$ cat src/verilog/udb_defines.svh
// Constants for the serial data buffer and baud clock selection block.
// Assumes inclusion by bare name from the design files under verilog/.
`ifndef UDB_DEFINES_SVH
`define UDB_DEFINES_SVH

// Register address of the serial data buffer on the special-function bus.
`define UDB_SBUF_ADDR      8'h99
// Reset value of the receive latch and transmit register.
`define UDB_SBUF_RESET     8'h00
// Prescale select codes.
`define UDB_PRE_DIV12      2'h0
`define UDB_PRE_DIV4       2'h1
`define UDB_PRE_DIV48      2'h2
`define UDB_PRE_EXT8       2'h3
// Division ratios of the prescaler, less one.
`define UDB_DIV4_LAST      6'h03
`define UDB_DIV12_LAST     6'h0b
`define UDB_DIV48_LAST     6'h2f
`define UDB_EXT8_LAST      3'h7
// Overflow toggle level at which the bit tick fires; two overflows make one bit period.
`define UDB_OVF_PER_BIT    1'h1

`endif

$ cat src/verilog/udb_pkg.sv
// Types shared by the serial data buffer block.
// Assumes udb_defines.svh holds all numeric constants.
`default_nettype none

package udb_pkg;

  // Baud clock configuration carried as one group.
  typedef struct packed {
    logic       direct_system_clock_source; // Timer counts undivided system clock when set.
    logic [1:0] prescale;      // Prescale select code.
    logic [7:0] reload;        // Timer reload value.
  } udb_baud_cfg_t;

  // Transmitter states.
  typedef enum logic [1:0] {
    UDB_TX_IDLE  = 2'b00,
    UDB_TX_START = 2'b01,
    UDB_TX_DATA  = 2'b10,
    UDB_TX_STOP  = 2'b11
  } udb_tx_state_t;

  // Receiver states.
  typedef enum logic [1:0] {
    UDB_RX_IDLE  = 2'b00,
    UDB_RX_START = 2'b01,
    UDB_RX_DATA  = 2'b10,
    UDB_RX_STOP  = 2'b11
  } udb_rx_state_t;

endpackage : udb_pkg
`default_nettype wire

$ cat src/verilog/udb_baud_gen.sv
// Baud tick generator: prescaler plus 8-bit reload timer.
// Assumes the external oscillator input is already synchronised to core_clk.
`timescale 1ns/10ps
`default_nettype none
`include "udb_defines.svh"

module udb_baud_gen (
  input  wire logic                  core_clk,
  input  wire logic                  resetn,
  input  wire udb_pkg::udb_baud_cfg_t cfg,
  input  wire logic                  ext_clk_sync,
  output logic                       bit_tick
);
  import udb_pkg::*;

  // ---------------------------------------------------------------
  // Prescaler
  // ---------------------------------------------------------------
  logic [5:0] pre_cnt;    // System clock divider count.
  logic [5:0] pre_last;   // Terminal count for the selected ratio.
  logic [2:0] ext_cnt;    // External clock edge count.
  logic       ext_prev;   // Previous synchronised external level.
  logic       timer_en;   // One-cycle timer clock enable.
  logic [7:0] timer;      // Reload timer.
  logic       ovf_half;   // Toggles on each overflow.

  // Terminal count chosen from the prescale code.
  always_comb
  begin
    case (cfg.prescale)
      `UDB_PRE_DIV4:  pre_last = `UDB_DIV4_LAST;
      `UDB_PRE_DIV48: pre_last = `UDB_DIV48_LAST;
      default:        pre_last = `UDB_DIV12_LAST;
    endcase
  end

  // System clock divider.
  always_ff @(posedge core_clk)
  begin
    if (!resetn || pre_cnt >= pre_last)
      pre_cnt <= 6'h00;
    else
      pre_cnt <= pre_cnt + 6'h01;
  end

  // External oscillator divider counts rising edges.
  always_ff @(posedge core_clk)
  begin
    if (!resetn)
    begin
      ext_cnt  <= 3'h0;
      ext_prev <= 1'b0;
    end
    else
    begin
      ext_prev <= ext_clk_sync;
      if (ext_clk_sync && !ext_prev)
        ext_cnt <= ext_cnt + 3'h1;
    end
  end

  // Select the timer clock source.
  always_comb
  begin
    if (cfg.direct_system_clock_source)
      timer_en = 1'b1;
    else if (cfg.prescale == `UDB_PRE_EXT8)
      timer_en = ext_clk_sync && !ext_prev && ext_cnt == `UDB_EXT8_LAST;
    else
      timer_en = (pre_cnt >= pre_last);
  end

  // ---------------------------------------------------------------
  // Reload timer, two overflows per bit
  // ---------------------------------------------------------------
  always_ff @(posedge core_clk)
  begin
    if (!resetn)
    begin
      timer    <= 8'h00;
      ovf_half <= 1'b0;
      bit_tick <= 1'b0;
    end
    else
    begin
      bit_tick <= 1'b0;
      if (timer_en)
      begin
        if (timer == 8'hff)
        begin
          timer    <= cfg.reload;
          ovf_half <= ~ovf_half;
          bit_tick <= ovf_half == `UDB_OVF_PER_BIT;
        end
        else
          timer <= timer + 8'h01;
      end
    end
  end

endmodule : udb_baud_gen
`default_nettype wire

$ cat src/verilog/udb_serial_port.sv
// Serial port data buffer with baud clock selection.
// Assumes a single-cycle special-function bus on core_clk; line pins are asynchronous.
//
// Notes on behaviour
// - One address: write transmit, read receive.
// - Writing the buffer starts transmission.
// - Reads return the receive latch.
// - Prescale codes select divide 12, 4, 48.
// - Code 11 uses external clock over eight.
// - Direct select counts undivided clock.
// - Transmit flag set after data, held.
// - Receive flag set at stop sample.
`timescale 1ns/10ps
`default_nettype none
`include "udb_defines.svh"

module udb_serial_port (
  input  wire logic                   core_clk,
  input  wire logic                   resetn,
  input  wire logic [7:0]             sfr_addr,
  input  wire logic                   sfr_wr,
  input  wire logic                   sfr_rd,
  input  wire logic [7:0]             sfr_wdata,
  output logic [7:0]                  sfr_rdata,
  input  wire udb_pkg::udb_baud_cfg_t baud_cfg,
  input  wire logic                   nine_bit_mode,
  input  wire logic                   ninth_tx_bit,
  input  wire logic                   receive_enable,
  input  wire logic                   transmit_done_clear,
  input  wire logic                   receive_done_clear,
  input  wire logic                   external_oscillator_clock,
  input  wire logic                   rx_pin,
  output logic                        tx_pin,
  output logic                        transmit_done_flag,
  output logic                        receive_done_flag,
  output logic                        ninth_rx_bit
);
  import udb_pkg::*;

  // ---------------------------------------------------------------
  // Pin synchronisers
  // ---------------------------------------------------------------
  logic [1:0] rx_sync;    // Receive pin, two stages.
  logic [1:0] ext_sync;   // External oscillator, two stages.
  logic       bit_tick;   // One tick per bit period.

  // Two-stage synchronisers; only stage two feeds logic, so no metastable level spreads.
  always_ff @(posedge core_clk)
  begin
    if (!resetn)
    begin
      rx_sync  <= 2'b11;
      ext_sync <= 2'b00;
    end
    else
    begin
      rx_sync  <= {rx_sync[0], rx_pin};
      ext_sync <= {ext_sync[0], external_oscillator_clock};
    end
  end

  // Baud clock generator.
  udb_baud_gen u_baud (
    .core_clk     (core_clk),
    .resetn       (resetn),
    .cfg          (baud_cfg),
    .ext_clk_sync (ext_sync[1]),
    .bit_tick     (bit_tick)
  );

  // ---------------------------------------------------------------
  // Register access
  // ---------------------------------------------------------------
  logic [7:0] tx_shift;   // Transmit shift register.
  logic [7:0] rx_latch;   // Receive latch.
  logic       wr_hit;     // Write to the data buffer address.

  assign wr_hit = sfr_wr && sfr_addr == `UDB_SBUF_ADDR;

  // Read data: the receive latch only, zero elsewhere.
  always_ff @(posedge core_clk)
  begin
    if (!resetn)
      sfr_rdata <= `UDB_SBUF_RESET;
    else if (sfr_rd && sfr_addr == `UDB_SBUF_ADDR)
      sfr_rdata <= rx_latch;
    else
      sfr_rdata <= 8'h00;
  end

  // ---------------------------------------------------------------
  // Transmitter
  // ---------------------------------------------------------------
  udb_tx_state_t tx_state;  // Transmit state.
  logic [3:0]    tx_cnt;    // Data bits sent.
  logic          tx_set;    // Transmit done event.

  // Frame sequencer; a write restarts the frame at once.
  always_ff @(posedge core_clk)
  begin
    tx_set <= 1'b0;
    if (!resetn)
    begin
      tx_state <= UDB_TX_IDLE;
      tx_shift <= `UDB_SBUF_RESET;
      tx_cnt   <= 4'h0;
      tx_pin   <= 1'b1;
    end
    else if (wr_hit)
    begin
      tx_shift <= sfr_wdata;
      tx_cnt   <= 4'h0;
      tx_state <= UDB_TX_START;
    end
    else if (bit_tick)
    begin
      case (tx_state)
        UDB_TX_START:
        begin
          tx_pin   <= 1'b0;
          tx_state <= UDB_TX_DATA;
        end
        UDB_TX_DATA:
        begin
          // The last data bit has gone out: drive the stop level and raise the flag.
          if (tx_cnt == (nine_bit_mode ? 4'h9 : 4'h8))
          begin
            tx_pin   <= 1'b1;
            tx_state <= UDB_TX_STOP;
            tx_set   <= 1'b1;
          end
          // Bit seven goes out; the ninth bit is queued behind it for nine-bit frames.
          else if (tx_cnt == 4'h7)
          begin
            tx_pin   <= tx_shift[0];
            tx_shift <= {7'h00, ninth_tx_bit};
            tx_cnt   <= 4'h8;
          end
          else
          begin
            tx_pin   <= tx_shift[0];
            tx_shift <= {1'b0, tx_shift[7:1]};
            tx_cnt   <= tx_cnt + 4'h1;
          end
        end
        UDB_TX_STOP:
        begin
          tx_pin   <= 1'b1;
          tx_state <= UDB_TX_IDLE;
        end
        default:
          tx_pin <= 1'b1;
      endcase
    end
  end

  // Sticky transmit flag; set wins over clear.
  always_ff @(posedge core_clk)
  begin
    if (!resetn)
      transmit_done_flag <= 1'b0;
    else if (tx_set)
      transmit_done_flag <= 1'b1;
    else if (transmit_done_clear)
      transmit_done_flag <= 1'b0;
  end

  // ---------------------------------------------------------------
  // Receiver, one sample per bit tick
  // ---------------------------------------------------------------
  udb_rx_state_t rx_state;  // Receive state.
  logic [3:0]    rx_cnt;    // Data bits taken.
  logic [8:0]    rx_shift;  // Incoming bits.
  logic          rx_set;    // Receive done event.

  // Receive sequencer.
  always_ff @(posedge core_clk)
  begin
    rx_set <= 1'b0;
    if (!resetn)
    begin
      rx_state     <= UDB_RX_IDLE;
      rx_cnt       <= 4'h0;
      rx_shift     <= 9'h000;
      rx_latch     <= `UDB_SBUF_RESET;
      ninth_rx_bit <= 1'b0;
    end
    else if (bit_tick)
    begin
      case (rx_state)
        UDB_RX_IDLE:
          if (receive_enable && !rx_sync[1])
            rx_state <= UDB_RX_DATA;
        UDB_RX_DATA:
        begin
          rx_shift <= {rx_sync[1], rx_shift[8:1]};
          if (rx_cnt == (nine_bit_mode ? 4'h8 : 4'h7))
          begin
            rx_cnt   <= 4'h0;
            rx_state <= UDB_RX_STOP;
          end
          else
            rx_cnt <= rx_cnt + 4'h1;
        end
        UDB_RX_STOP:
        begin
          rx_latch     <= nine_bit_mode ? rx_shift[7:0] : rx_shift[8:1];
          ninth_rx_bit <= nine_bit_mode ? rx_shift[8] : rx_sync[1];
          rx_set       <= 1'b1;
          rx_state     <= UDB_RX_IDLE;
        end
        default:
          rx_state <= UDB_RX_IDLE;
      endcase
    end
  end

  // Sticky receive flag; set wins over clear.
  always_ff @(posedge core_clk)
  begin
    if (!resetn)
      receive_done_flag <= 1'b0;
    else if (rx_set)
      receive_done_flag <= 1'b1;
    else if (receive_done_clear)
      receive_done_flag <= 1'b0;
  end

  // ---------------------------------------------------------------
  // Assertions
  // ---------------------------------------------------------------
  // Write starts a frame next cycle.
  a_write_starts_frame: assert property (@(posedge core_clk) disable iff (!resetn)
    wr_hit |=> tx_state == UDB_TX_START)
    else $error("write did not start a frame");

  // Written byte lands in the transmit register.
  a_write_loads_tx: assert property (@(posedge core_clk) disable iff (!resetn)
    wr_hit |=> tx_shift == $past(sfr_wdata))
    else $error("transmit register not loaded");

  // Read returns the receive latch.
  a_read_returns_rx: assert property (@(posedge core_clk) disable iff (!resetn)
    (sfr_rd && sfr_addr == `UDB_SBUF_ADDR) |=> sfr_rdata == $past(rx_latch))
    else $error("read did not return receive latch");

  // Transmit flag holds until cleared.
  a_tx_flag_sticky: assert property (@(posedge core_clk) disable iff (!resetn)
    (transmit_done_flag && !transmit_done_clear) |=> transmit_done_flag)
    else $error("transmit flag dropped");

  // Transmit event raises the flag.
  a_tx_flag_set: assert property (@(posedge core_clk) disable iff (!resetn)
    tx_set |=> transmit_done_flag)
    else $error("transmit flag not set");

  // Receive event raises the flag next cycle.
  a_rx_flag_set: assert property (@(posedge core_clk) disable iff (!resetn)
    rx_set |=> receive_done_flag)
    else $error("receive flag not set");

  // Receive event follows a stop sample.
  a_rx_after_stop: assert property (@(posedge core_clk) disable iff (!resetn)
    rx_set |-> $past(rx_state) == UDB_RX_STOP && $past(bit_tick))
    else $error("receive flag without stop sample");

  // Direct mode with a steady configuration never gives bit ticks on consecutive cycles.
  a_tick_spacing: assert property (@(posedge core_clk) disable iff (!resetn)
    (bit_tick && baud_cfg.direct_system_clock_source && $stable(baud_cfg)) |=> !bit_tick)
    else $error("bit ticks too close");

endmodule : udb_serial_port
`default_nettype wire

$ cat config.mk
export PLATFORM = sky130hd
export DESIGN_NAME = udb_serial_port
export DESIGN_NICKNAME = d
export VERILOG_FILES = /design/src/verilog/udb_pkg.sv /design/src/verilog/udb_baud_gen.sv /design/src/verilog/udb_serial_port.sv
export VERILOG_INCLUDE_DIRS = /design/src /design/src/verilog
export SDC_FILE = /design/constraint.sdc
export NUM_CORES = 1
export LEC_CHECK = 0
export BUFFER_PORTS_ARGS = -buffer_cell sky130_fd_sc_hd__buf_4
export CAP_MARGIN = 30
export CORE_ASPECT_RATIO = 0.5
export CORE_MARGIN = 3
export CORE_UTILIZATION = 50
export DETAILED_ROUTE_END_ITERATION = 16
export GPL_TIMING_DRIVEN = 1
export PLACE_DENSITY = 0.79
export SLEW_MARGIN = 20
export SYNTH_ARGS = -nofsm -noshare
export SYNTH_HDL_FRONTEND = slang
export SYNTH_HIERARCHICAL = 1
export SYNTH_SLANG_ARGS = --single-unit
$ cat constraint.sdc
create_clock -name core_clk -period 1.6 [get_ports core_clk]
set_input_delay 0.24 -clock core_clk [delete_from_list [all_inputs] [get_ports core_clk]]
set_output_delay 0.24 -clock core_clk [all_outputs]
set_load 0.01 [all_outputs]
==> results of run 1 <==
[layout make-up]
class / instances / area (sq um) / share of cell area
Inverter: 11 / 41.3 / 0.00903
Timing Repair Buffer: 93 / 702 / 0.154
Multi-Input combinational cell: 257 / 1890 / 0.414
Sequential cell: 75 / 1510 / 0.330
Clock buffer: 10 / 229 / 0.0501
Clock inverter: 6 / 90.1 / 0.0197
Tap cell: 88 / 110 / 0.0241
[metrics by stage]
stage	setup TNS (ns)	cells	setup slack, ns
5_1_grt	-0.189	540	-0.0493
3_5_place_dp	-2.49	520	-0.255
4_1_cts	-0.00153	538	-0.00153
6_report	0	540	0.00846
2_1_floorplan	0	359	0.00198
3_3_place_gp	-0.993	520	-0.150
[final timing paths]
path,start,to,depth (start not counted)
worst max-delay path,u_baud/pre_cnt[5],u_baud/timer[2],5
worst min-delay path,rx_pin,rx_sync[0],2
worst max register to register,u_baud/pre_cnt[5],u_baud/timer[2],5
worst min register to register,rx_sync[0],rx_sync[1],1
[routing by layer]
| layer | routed length (um) | up-vias |
|---|---|---|
| li1 | - | 1470 |
| met1 | 3500 | 1467 |
| met2 | 4330 | 71 |
| met3 | 376 | 12 |
| met4 | 118 | 0 |
| met5 | 0 | - |
[worst max-delay path: stages (launching register included)]
cell and delay (ns):
dfxtp_2 0.34, ha_4 0.28, nand2_4 0.06, o211ai_1 0.31
nand2_2 0.18, o311a_1 0.31
[sequential cells by signal, summed over array words and instances, names as in the netlist, 3 cells and up]
register	flops
rx_shift	9
rx_latch	8
sfr_rdata	8
tx_shift	8
u_baud/timer	8
u_baud/pre_cnt	6
rx_cnt	4
tx_cnt	4
u_baud/ext_cnt	3
[cell usage after synthesis (2+ instances only)]
| library cell | instances | area (sq um) |
|---|---|---|
| and3_1 | 9 | 56.3 |
| ha_1 | 9 | 113 |
| and4bb_1 | 2 | 25.0 |
| a311oi_1 | 2 | 17.5 |
| o221a_1 | 5 | 56.3 |
| o31ai_1 | 2 | 15.0 |
| xnor2_1 | 4 | 35.0 |
| nand4_1 | 4 | 25.0 |
| nor2_1 | 32 | 120 |
| nor2b_1 | 3 | 18.8 |
| and3b_1 | 2 | 17.5 |
| o21ai_1 | 2 | 10.0 |
| o221a_2 | 2 | 22.5 |
| nor3_1 | 4 | 20.0 |
| nor4b_1 | 2 | 17.5 |
| nor4_1 | 2 | 12.5 |
| clkbuf_1 | 10 | 37.5 |
| a31oi_1 | 3 | 18.8 |
| buf_4 | 2 | 15.0 |
| dfxtp_1 | 75 | 1500 |
| and4_1 | 2 | 17.5 |
| nand3b_1 | 2 | 15.0 |
| nand2b_1 | 4 | 25.0 |
| and2_1 | 13 | 81.3 |
| inv_1 | 10 | 37.5 |
| o311a_1 | 2 | 20.0 |
| a211oi_1 | 12 | 90.1 |
| buf_2 | 2 | 10.0 |
| nand3_1 | 12 | 60.1 |
| a21oi_1 | 19 | 95.1 |
| mux2i_1 | 14 | 140 |
| o211ai_1 | 5 | 37.5 |
| o21ai_0 | 3 | 15.0 |
| nand2_1 | 40 | 150 |
| mux2_2 | 7 | 78.8 |
| xor2_1 | 6 | 52.6 |
[cells by family (layout without fill, tap and decap cells)]
family | Yosys count | after routing
AOI/OAI and AO/OA | 74 | 74
xor gates and xnor gates | 11 | 11
adders and majority gates | 9 | 9
buffers and inverters | 27 | 120
DFF | 75 | 75
muxes | 21 | 21
and+or+nand+nor | 142 | 142
[timing repair]
action,in CTS,in global routing
gates cloned,0,0
endpoints found under the hold margin,0,0
buffers inserted,2,2
setup endpoints to repair,6,9
resized for setup,9,19
pin swaps,7,11
[report_power, final]
group	switching, mW	internal, mW	total, mW
sequential	0.0178	1.89	1.91
combinational	0.152	0.174	0.326
clock	0.759	1.37	2.13
==> metrics.txt, run 1 <==
Die Y 64.0 um; DR WL/cell 15.4 um; Startpoint Class flop; hold slack 0.0878 ns; Die X 122 um; pwr/cell area 954 mW/mm^2; initial antenna violation count 0; CTS Buffer Depth 2; first-pass GRT wire length 13.6 mm; drt via density 5.59; Nets 494; EDFF count, synth 0; mapped cell area 0.00336 sq mm; Unique masters post-synth 66; DP Wirelength 5.82 mm; Slew Limit Fails 0; CTS tree built; Final Hold Fails 0; layout cell share with drive strength beyond 1 0.343; GR Util met1 0.251; die area 0.00780 sq mm; Initial Util 0.535; compound-cell area share of the yosys netlist 0.168; Rel. slew slack 0.734; Yosys reg bits 75; GRT Resource Usage Total 0.220; max cap viols 0; TritonRoute pass-1 iters 5; GRT busiest layer met2; htree depth 3; Layout Utilization 0.728; Setup-failing EPs final 0; Placer Congestion 0.839; worst-path maximum fanout 6; fin crit share 0.995; number of global-route vias before repair 2905; P_leak 1.86 nW; # diodes 0; pin count of the biggest net entering global routing 27; Layout Skew 0.00567 ns; GRT Residual Overflow 0; CTS root buf clkbuf_16; RSZ-0062 raised after global routing yes; Worst VDD drop 0.000660 V; Worst-Skew Late Latency 0.33 ns; mux cell area share after synthesis 0.0652; Buffers on Ports 49; Top Ports 50; Final Cell Area 0.00457 sq mm; Final Critical Period 1.59 ns; DRC 0; WP data required 1.82 ns; Crit path arrival time 1.81 ns; clock sink count 75; post-synthesis sequential area ratio 0.447; Global Route met3 Usage 0.0548; FF-to-FF setup slack 0.008 ns; Filler Cell Count 467; Vias 3020; syn nets 406; number of standard cells after synthesis 359; PnR Total Power 4.36 mW; status completed; Synth Flop Type dfxtp_1; Worst setup EP type flop; Final ANT Viol Nets 0; cts hold-fix bufs 0; synthesized area per cell 9.36 sq um; 1st-iter DRT viols 222; CP Class flop to flop; Total Wirelength 8.32 mm; largest family of logic cells by synthesized area simple AND/OR/NAND/NOR gates; XOR/XNOR Fraction of Synth Area 0.0309; Synth Area in Adders 0.0335; Area Overhead vs Synth 36.1%; fmax 0.628 GHz; worst slew pin tran 0.399 ns; Post-DP Area 0.00407 sq mm; Post-Synth Simple-Gate Area 0.220; Inserted Clock Buffers 9; met2 usage 0.398; Core Box Area 0.00628 sq mm; commonest cells after routing, fill and taps aside 92 x buf_4, 71 x dfxtp_1, 38 x nand2_1, 32 x nor2_1, 19 x a21oi_1; Hold Crit Class input pin to flop; most common cell after layout, fill and taps aside buf_4; Async SR Flop Fraction 0; row cnt 20; Synth warnings 6; clock slew at reported path FFs 0.06 ns
Power figures use the tool's default switching activity.
==> inputs of run 2 (changes only) <==
Settings changed: ABC_AREA set to 1.
==> run 2 against run 1 <==
  * Clock power fell by 6%
  * Clock-buffer cell count rose by 1
  * Non-clock buffer count fell by 35
  * Final cell count rose by 17%
  * Routed wire length fell by 14%
  * Combinational power fell by 21%
==> metrics.txt, run 2 <==
layout cell share with drive strength beyond 1 0.210; Initial Util 0.545; pin count of the biggest net entering global routing 23; Die X 124 um; drt via density 4.92; worst hold path depth 3; Inserted Clock Buffers 9; die area 0.00808 sq mm; Setup-failing EPs final 0; clock sink count 75; number of global-route vias before repair 2873; first-pass GRT wire length 12.0 mm; Core Box Area 0.00641 sq mm; CTS Buffer Depth 2; Worst-Skew Late Latency 0.34 ns; commonest cells after routing, fill and taps aside 85 x nand2_1, 80 x nor2_1, 73 x dfxtp_1, 65 x inv_1, 58 x buf_4; Final ANT Viol Nets 0; worst reg2reg path endpoint u_baud/timer[7]; TritonRoute pass-1 iters 4; number of standard cells after synthesis 479; Worst Min Path Start external_oscillator_clock; Reg with most FFs rx_shift; most instantiated cells after synthesis 85 x nand2_1, 83 x nor2_1, 75 x dfxtp_1; 1st-iter DRT viols 148; fmax 0.664 GHz; Placed Instances 613; Hold Crit Class input pin to flop; WP data required 1.83 ns; Final Hold Fails 0; P_leak 1.96 nW; worst slew pin tran 0.547 ns; worst-path maximum fanout 7; pwr/cell area 969 mW/mm^2; Layout Skew 0.00809 ns; Rel. slew slack 0.635; Synth Flop Type dfxtp_1; CP Class flop to flop; Final Critical Period 1.51 ns; synthesized area per cell 7.28 sq um; FF-to-FF setup slack 0.09 ns; count leader, synth nand2_1; Crit path max-delay family simple AND/OR/NAND/NOR gates; htree depth 3; fin cells 631; Yosys top cell area share 0.430; Async SR Flop Fraction 0; clock slew at reported path FFs 0.06 ns; Yosys reg bits 75; Nets 585; CP most frequent cell nor2_1; final setup margin 0.0930 ns; Unique masters post-synth 30; Area Overhead vs Synth 24.2%; row cnt 20; Worst setup EP type flop; CTS root buf clkbuf_16; post-synthesis sequential area ratio 0.430; Vias 3106; Worst VDD drop 0.000506 V; Buffers on Ports 49; Total Wirelength 7.16 mm; Reg2Reg Launch Point u_baud/pre_cnt[5]; pre-CTS setup slack -0.142 ns; largest stage delay on the critical path 0.34 ns; max cap viols 0; Crit path arrival time 1.74 ns; DP Wirelength 5.01 mm; initial antenna violation count 0; fin crit share 0.942; DRC 0; slowest cell on the critical path dfxtp_2; status completed; Synth area leader dfxtp_1; syn nets 526; EDFF count, synth 0; hold slack 0.0936 ns; Critical Path, Cell by Cell ha_4, inv_1, nor2_2, nand2_1, nand3_1, nand2_2, nand2_4, inv_2, nor2_1, nor2_1; Hold Path End ext_sync[0]; post-route setup TNS 0 ns; Slew Limit Fails 0; DR WL/cell 11.3 um; GRT Residual Overflow 0; Die Y 65.1 um; Placer Congestion 0.791; # diodes 0; Top Ports 50; Startpoint Class flop; Layout Utilization 0.676; max reg flops 9; Synth warnings 6; CP bufs+invs 2; Area contributors post-synth dfxtp_1 43%, nand2_1 9.1%, nor2_1 8.9%, inv_1 7.1%, nand3_1 4.6%; most common cell after layout, fill and taps aside nand2_1; Register-to-Register Path Depth 10; GRT Resource Usage Total 0.187; mapped cell area 0.00349 sq mm; CTS tree built
[run 2: cell count changes after synthesis, sizes merged, moves of 9 or more]
cell and delta:
a21oi +9, and2 -13, and3 -9, inv +57, mux2i -13, nand2 +56
nand3 +22, nor2 +53, o21ai +31
[run 2: final cells by class]
class / instances / area (sq um)
clock buffers: 11 / 243
fillers: 584 / 2070
multi-input cells: 325 / 1710
well taps: 88 / 110
flip-flops and latches: 75 / 1500
repair buffers: 58 / 435
inverters: 69 / 272
clock inverters: 5 / 62.6
[run 2: worst max-delay path by stage]
stage | start | end | depth (start not counted) | slack [ns]
after floorplan | baud_cfg[8] | u_baud/timer[6] | 10 | 0.15
after global placement | baud_cfg[8] | u_baud/timer[7] | 13 | -0.06
after detailed placement | baud_cfg[8] | u_baud/timer[7] | 13 | -0.14
after CTS | u_baud/pre_cnt[5] | u_baud/timer[7] | 10 | 0.05
after global routing | u_baud/pre_cnt[2] | u_baud/timer[7] | 10 | -0.02
final | u_baud/pre_cnt[5] | u_baud/timer[7] | 10 | 0.09
[run 2: cells by family after synthesis]
logic type	synth area share
AOI/OAI and AO/OA	0.119
xor gates and xnor gates	0.0276
buffers and inverters	0.0965
DFF	0.430
adders and majority gates	0.0323
muxes	0.00287
and+or+nand+nor	0.291
[run 2: stage by stage]
stage	total power, mW	area [sq um]
final	4.20	4330
after global routing	4.36	4330
after CTS	4.23	4270
after detailed placement	2.21	3960
after global placement	2.20	3960
after floorplan	2.10	3490
[run 2: routing by layer]
metal	wire (um)	GRT usage	share of wire	vias up
li1	-	-	-	1635
met2	3260	0.315	0.46	68
met5	0	0	0	-
met4	82	0.0641	0.011	0
met1	3420	0.222	0.48	1393
met3	395	0.0671	0.055	10
[run 2: where the power goes]
group          total, mW  switching (mW)  internal [mW]
Clock               2.01           0.761           1.25
Sequential          1.92          0.0259           1.90
Combinational      0.259           0.138          0.121
Total               4.20           0.925           3.27
[run 2: repair_timing]
action / in CTS / in global routing
endpoints found under the setup margin: 0 / 7
setup buffers: 0 / 1
resized for setup: 0 / 12
hold buffers: 0 / 0
[run 2: worst min-delay path, stage by stage]
cell and delay (ns):
buf_4 0.07, nand2_1 0.04, inv_1 0.04
==> inputs of run 3 (changes only) <==
Settings changed: CORE_UTILIZATION 50 to 51, PLACE_DENSITY 0.79 to 0.8.
==> run 3 against run 2 <==
  * Clock power up 8%
  * Power rose by 3.5%
  * Sequential share of layout area barely moved
  * Clock-buffer cell count unchanged
  * First-iteration DRC count is 5.4% lower
  * Sequential power about the same
  * Register-to-register slack about the same
  * Largest power group unchanged
  * Highest routed layer unchanged
==> metrics.txt, run 3 (same netlist as run 2, synthesis figures left out) <==
largest stage delay on the critical path 0.34 ns; row cnt 20; Startpoint Class flop; Total Wirelength 6.84 mm; clock sink count 75; CTS tree built; TritonRoute pass-1 iters 4; status completed; Die Y 64.5 um; Layout Skew 0.00519 ns; Buffers on Ports 49; GRT Resource Usage Total 0.188; Final Critical Period 1.50 ns; Rel. slew slack 0.650; number of global-route vias before repair 2801; DR WL/cell 10.8 um; Setup-failing EPs final 0; Critical Path, Cell by Cell ha_1, nand2_1, nand2_1, nand2_1, nand3_1, nand2_2, nand2_4, buf_4, nand3_2, nand2_1, nor2_1; layout cell share with drive strength beyond 1 0.208; Inserted Clock Buffers 9; hold slack 0.0944 ns; Final ANT Viol Nets 0; 1st-iter DRT viols 140; CTS root buf clkbuf_16; Filler Cell Count 544; Reg with most FFs rx_shift; most common cell after layout, fill and taps aside nand2_1; WP data required 1.87 ns; Slew Limit Fails 0; worst-path maximum fanout 7; Final Hold Fails 0; initial antenna violation count 0; PnR Total Power 4.35 mW; Worst VDD drop 0.000569 V; Crit path arrival time 1.78 ns; Placer Congestion 0.835; Hold Crit Class input pin to flop; CP most frequent cell nand2_1; slowest cell on the critical path dfxtp_2; Area Overhead vs Synth 24.2%; max cap viols 0; drt via density 4.86; Top Ports 50; pin count of the biggest net entering global routing 22; post-route setup TNS 0 ns; Nets 585; Worst setup EP type flop; Worst-Skew Late Latency 0.33 ns; clock slew at reported path FFs 0.06 ns; DRC 0; pwr/cell area 1000 mW/mm^2; CP Class flop to flop; # diodes 0; commonest cells after routing, fill and taps aside 85 x nand2_1, 82 x nor2_1, 73 x dfxtp_1, 65 x inv_1, 58 x buf_4; GRT Residual Overflow 0; Vias 3065; cts hold-fix bufs 0; fin crit share 0.940; Die X 123 um; fmax 0.665 GHz; die area 0.00793 sq mm; Final Cell Area 0.00433 sq mm; Post-DP Area 0.00396 sq mm; worst slew pin tran 0.525 ns; DP Wirelength 4.76 mm; max reg flops 9; Core Box Area 0.00633 sq mm; Crit path max-delay family simple AND/OR/NAND/NOR gates; CTS Buffer Depth 2; P_leak 1.99 nW; htree depth 3; CP bufs+invs 1; Initial Util 0.551; first-pass GRT wire length 11.9 mm
[run 3: cell types whose count changed in the layout (fill, tap and decap cells not counted), sizes merged]
cell / delta
clkinvlp: -2
bufinv: +1
clkinv: +1
[run 3: stage by stage]
stage                util  worst slack [ns]  std cells
floorplan               -             0.146        479
global placement    0.626           -0.0609        613
detailed placement  0.626            -0.124        613
CTS                 0.677            0.0672        629
global route        0.684           -0.0269        631
finish              0.684            0.0964        631
[run 3: worst paths after layout]
path,startpoint,end,slack (ns),cells after the start
worst max-delay path,u_baud/pre_cnt[3],u_baud/timer[6],0.1,11
worst min-delay path,rx_pin,rx_sync[0],0.09,2
worst max register to register,u_baud/pre_cnt[3],u_baud/timer[6],0.1,11
worst min register to register,rx_sync[0],rx_sync[1],0.41,1
[run 3: what timing repair did]
item                                    CTS  global route
resized for setup                         0             8
setup buffers                             0             1
endpoints found under the setup margin    0             9
[run 3: per-layer routing]
metal,share of wire,vias up,global-route usage
met3,0.056,10,0.0636
met4,0.0098,0,0.0683
li1,-,1632,-
met5,0,-,0
met1,0.46,1364,0.231
met2,0.47,59,0.309
[run 3: worst register-to-register path: cells and delay by family, from the launching register on]
family	cells	cell delay, ns
fa+ha+maj	1	0.29
buf+inv	1	0.16
flops	1	0.34
simple gates	9	0.66
[run 3: final cells by class]
type                       instances  area, sq um  share of cell area
clock buffer                      11          253              0.0583
clock inverter                     5         75.1              0.0173
inverter                          69          272              0.0627
multi-input combinational        325         1680               0.389
sequential                        75         1500               0.347
tap                               88          110              0.0254
timing repair buffer              58          435               0.101
[run 3: where the power goes]
group	total [mW]	switching (mW)	internal, mW
combinational	0.251	0.131	0.120
clock	2.17	0.730	1.44
sequential	1.92	0.0246	1.90
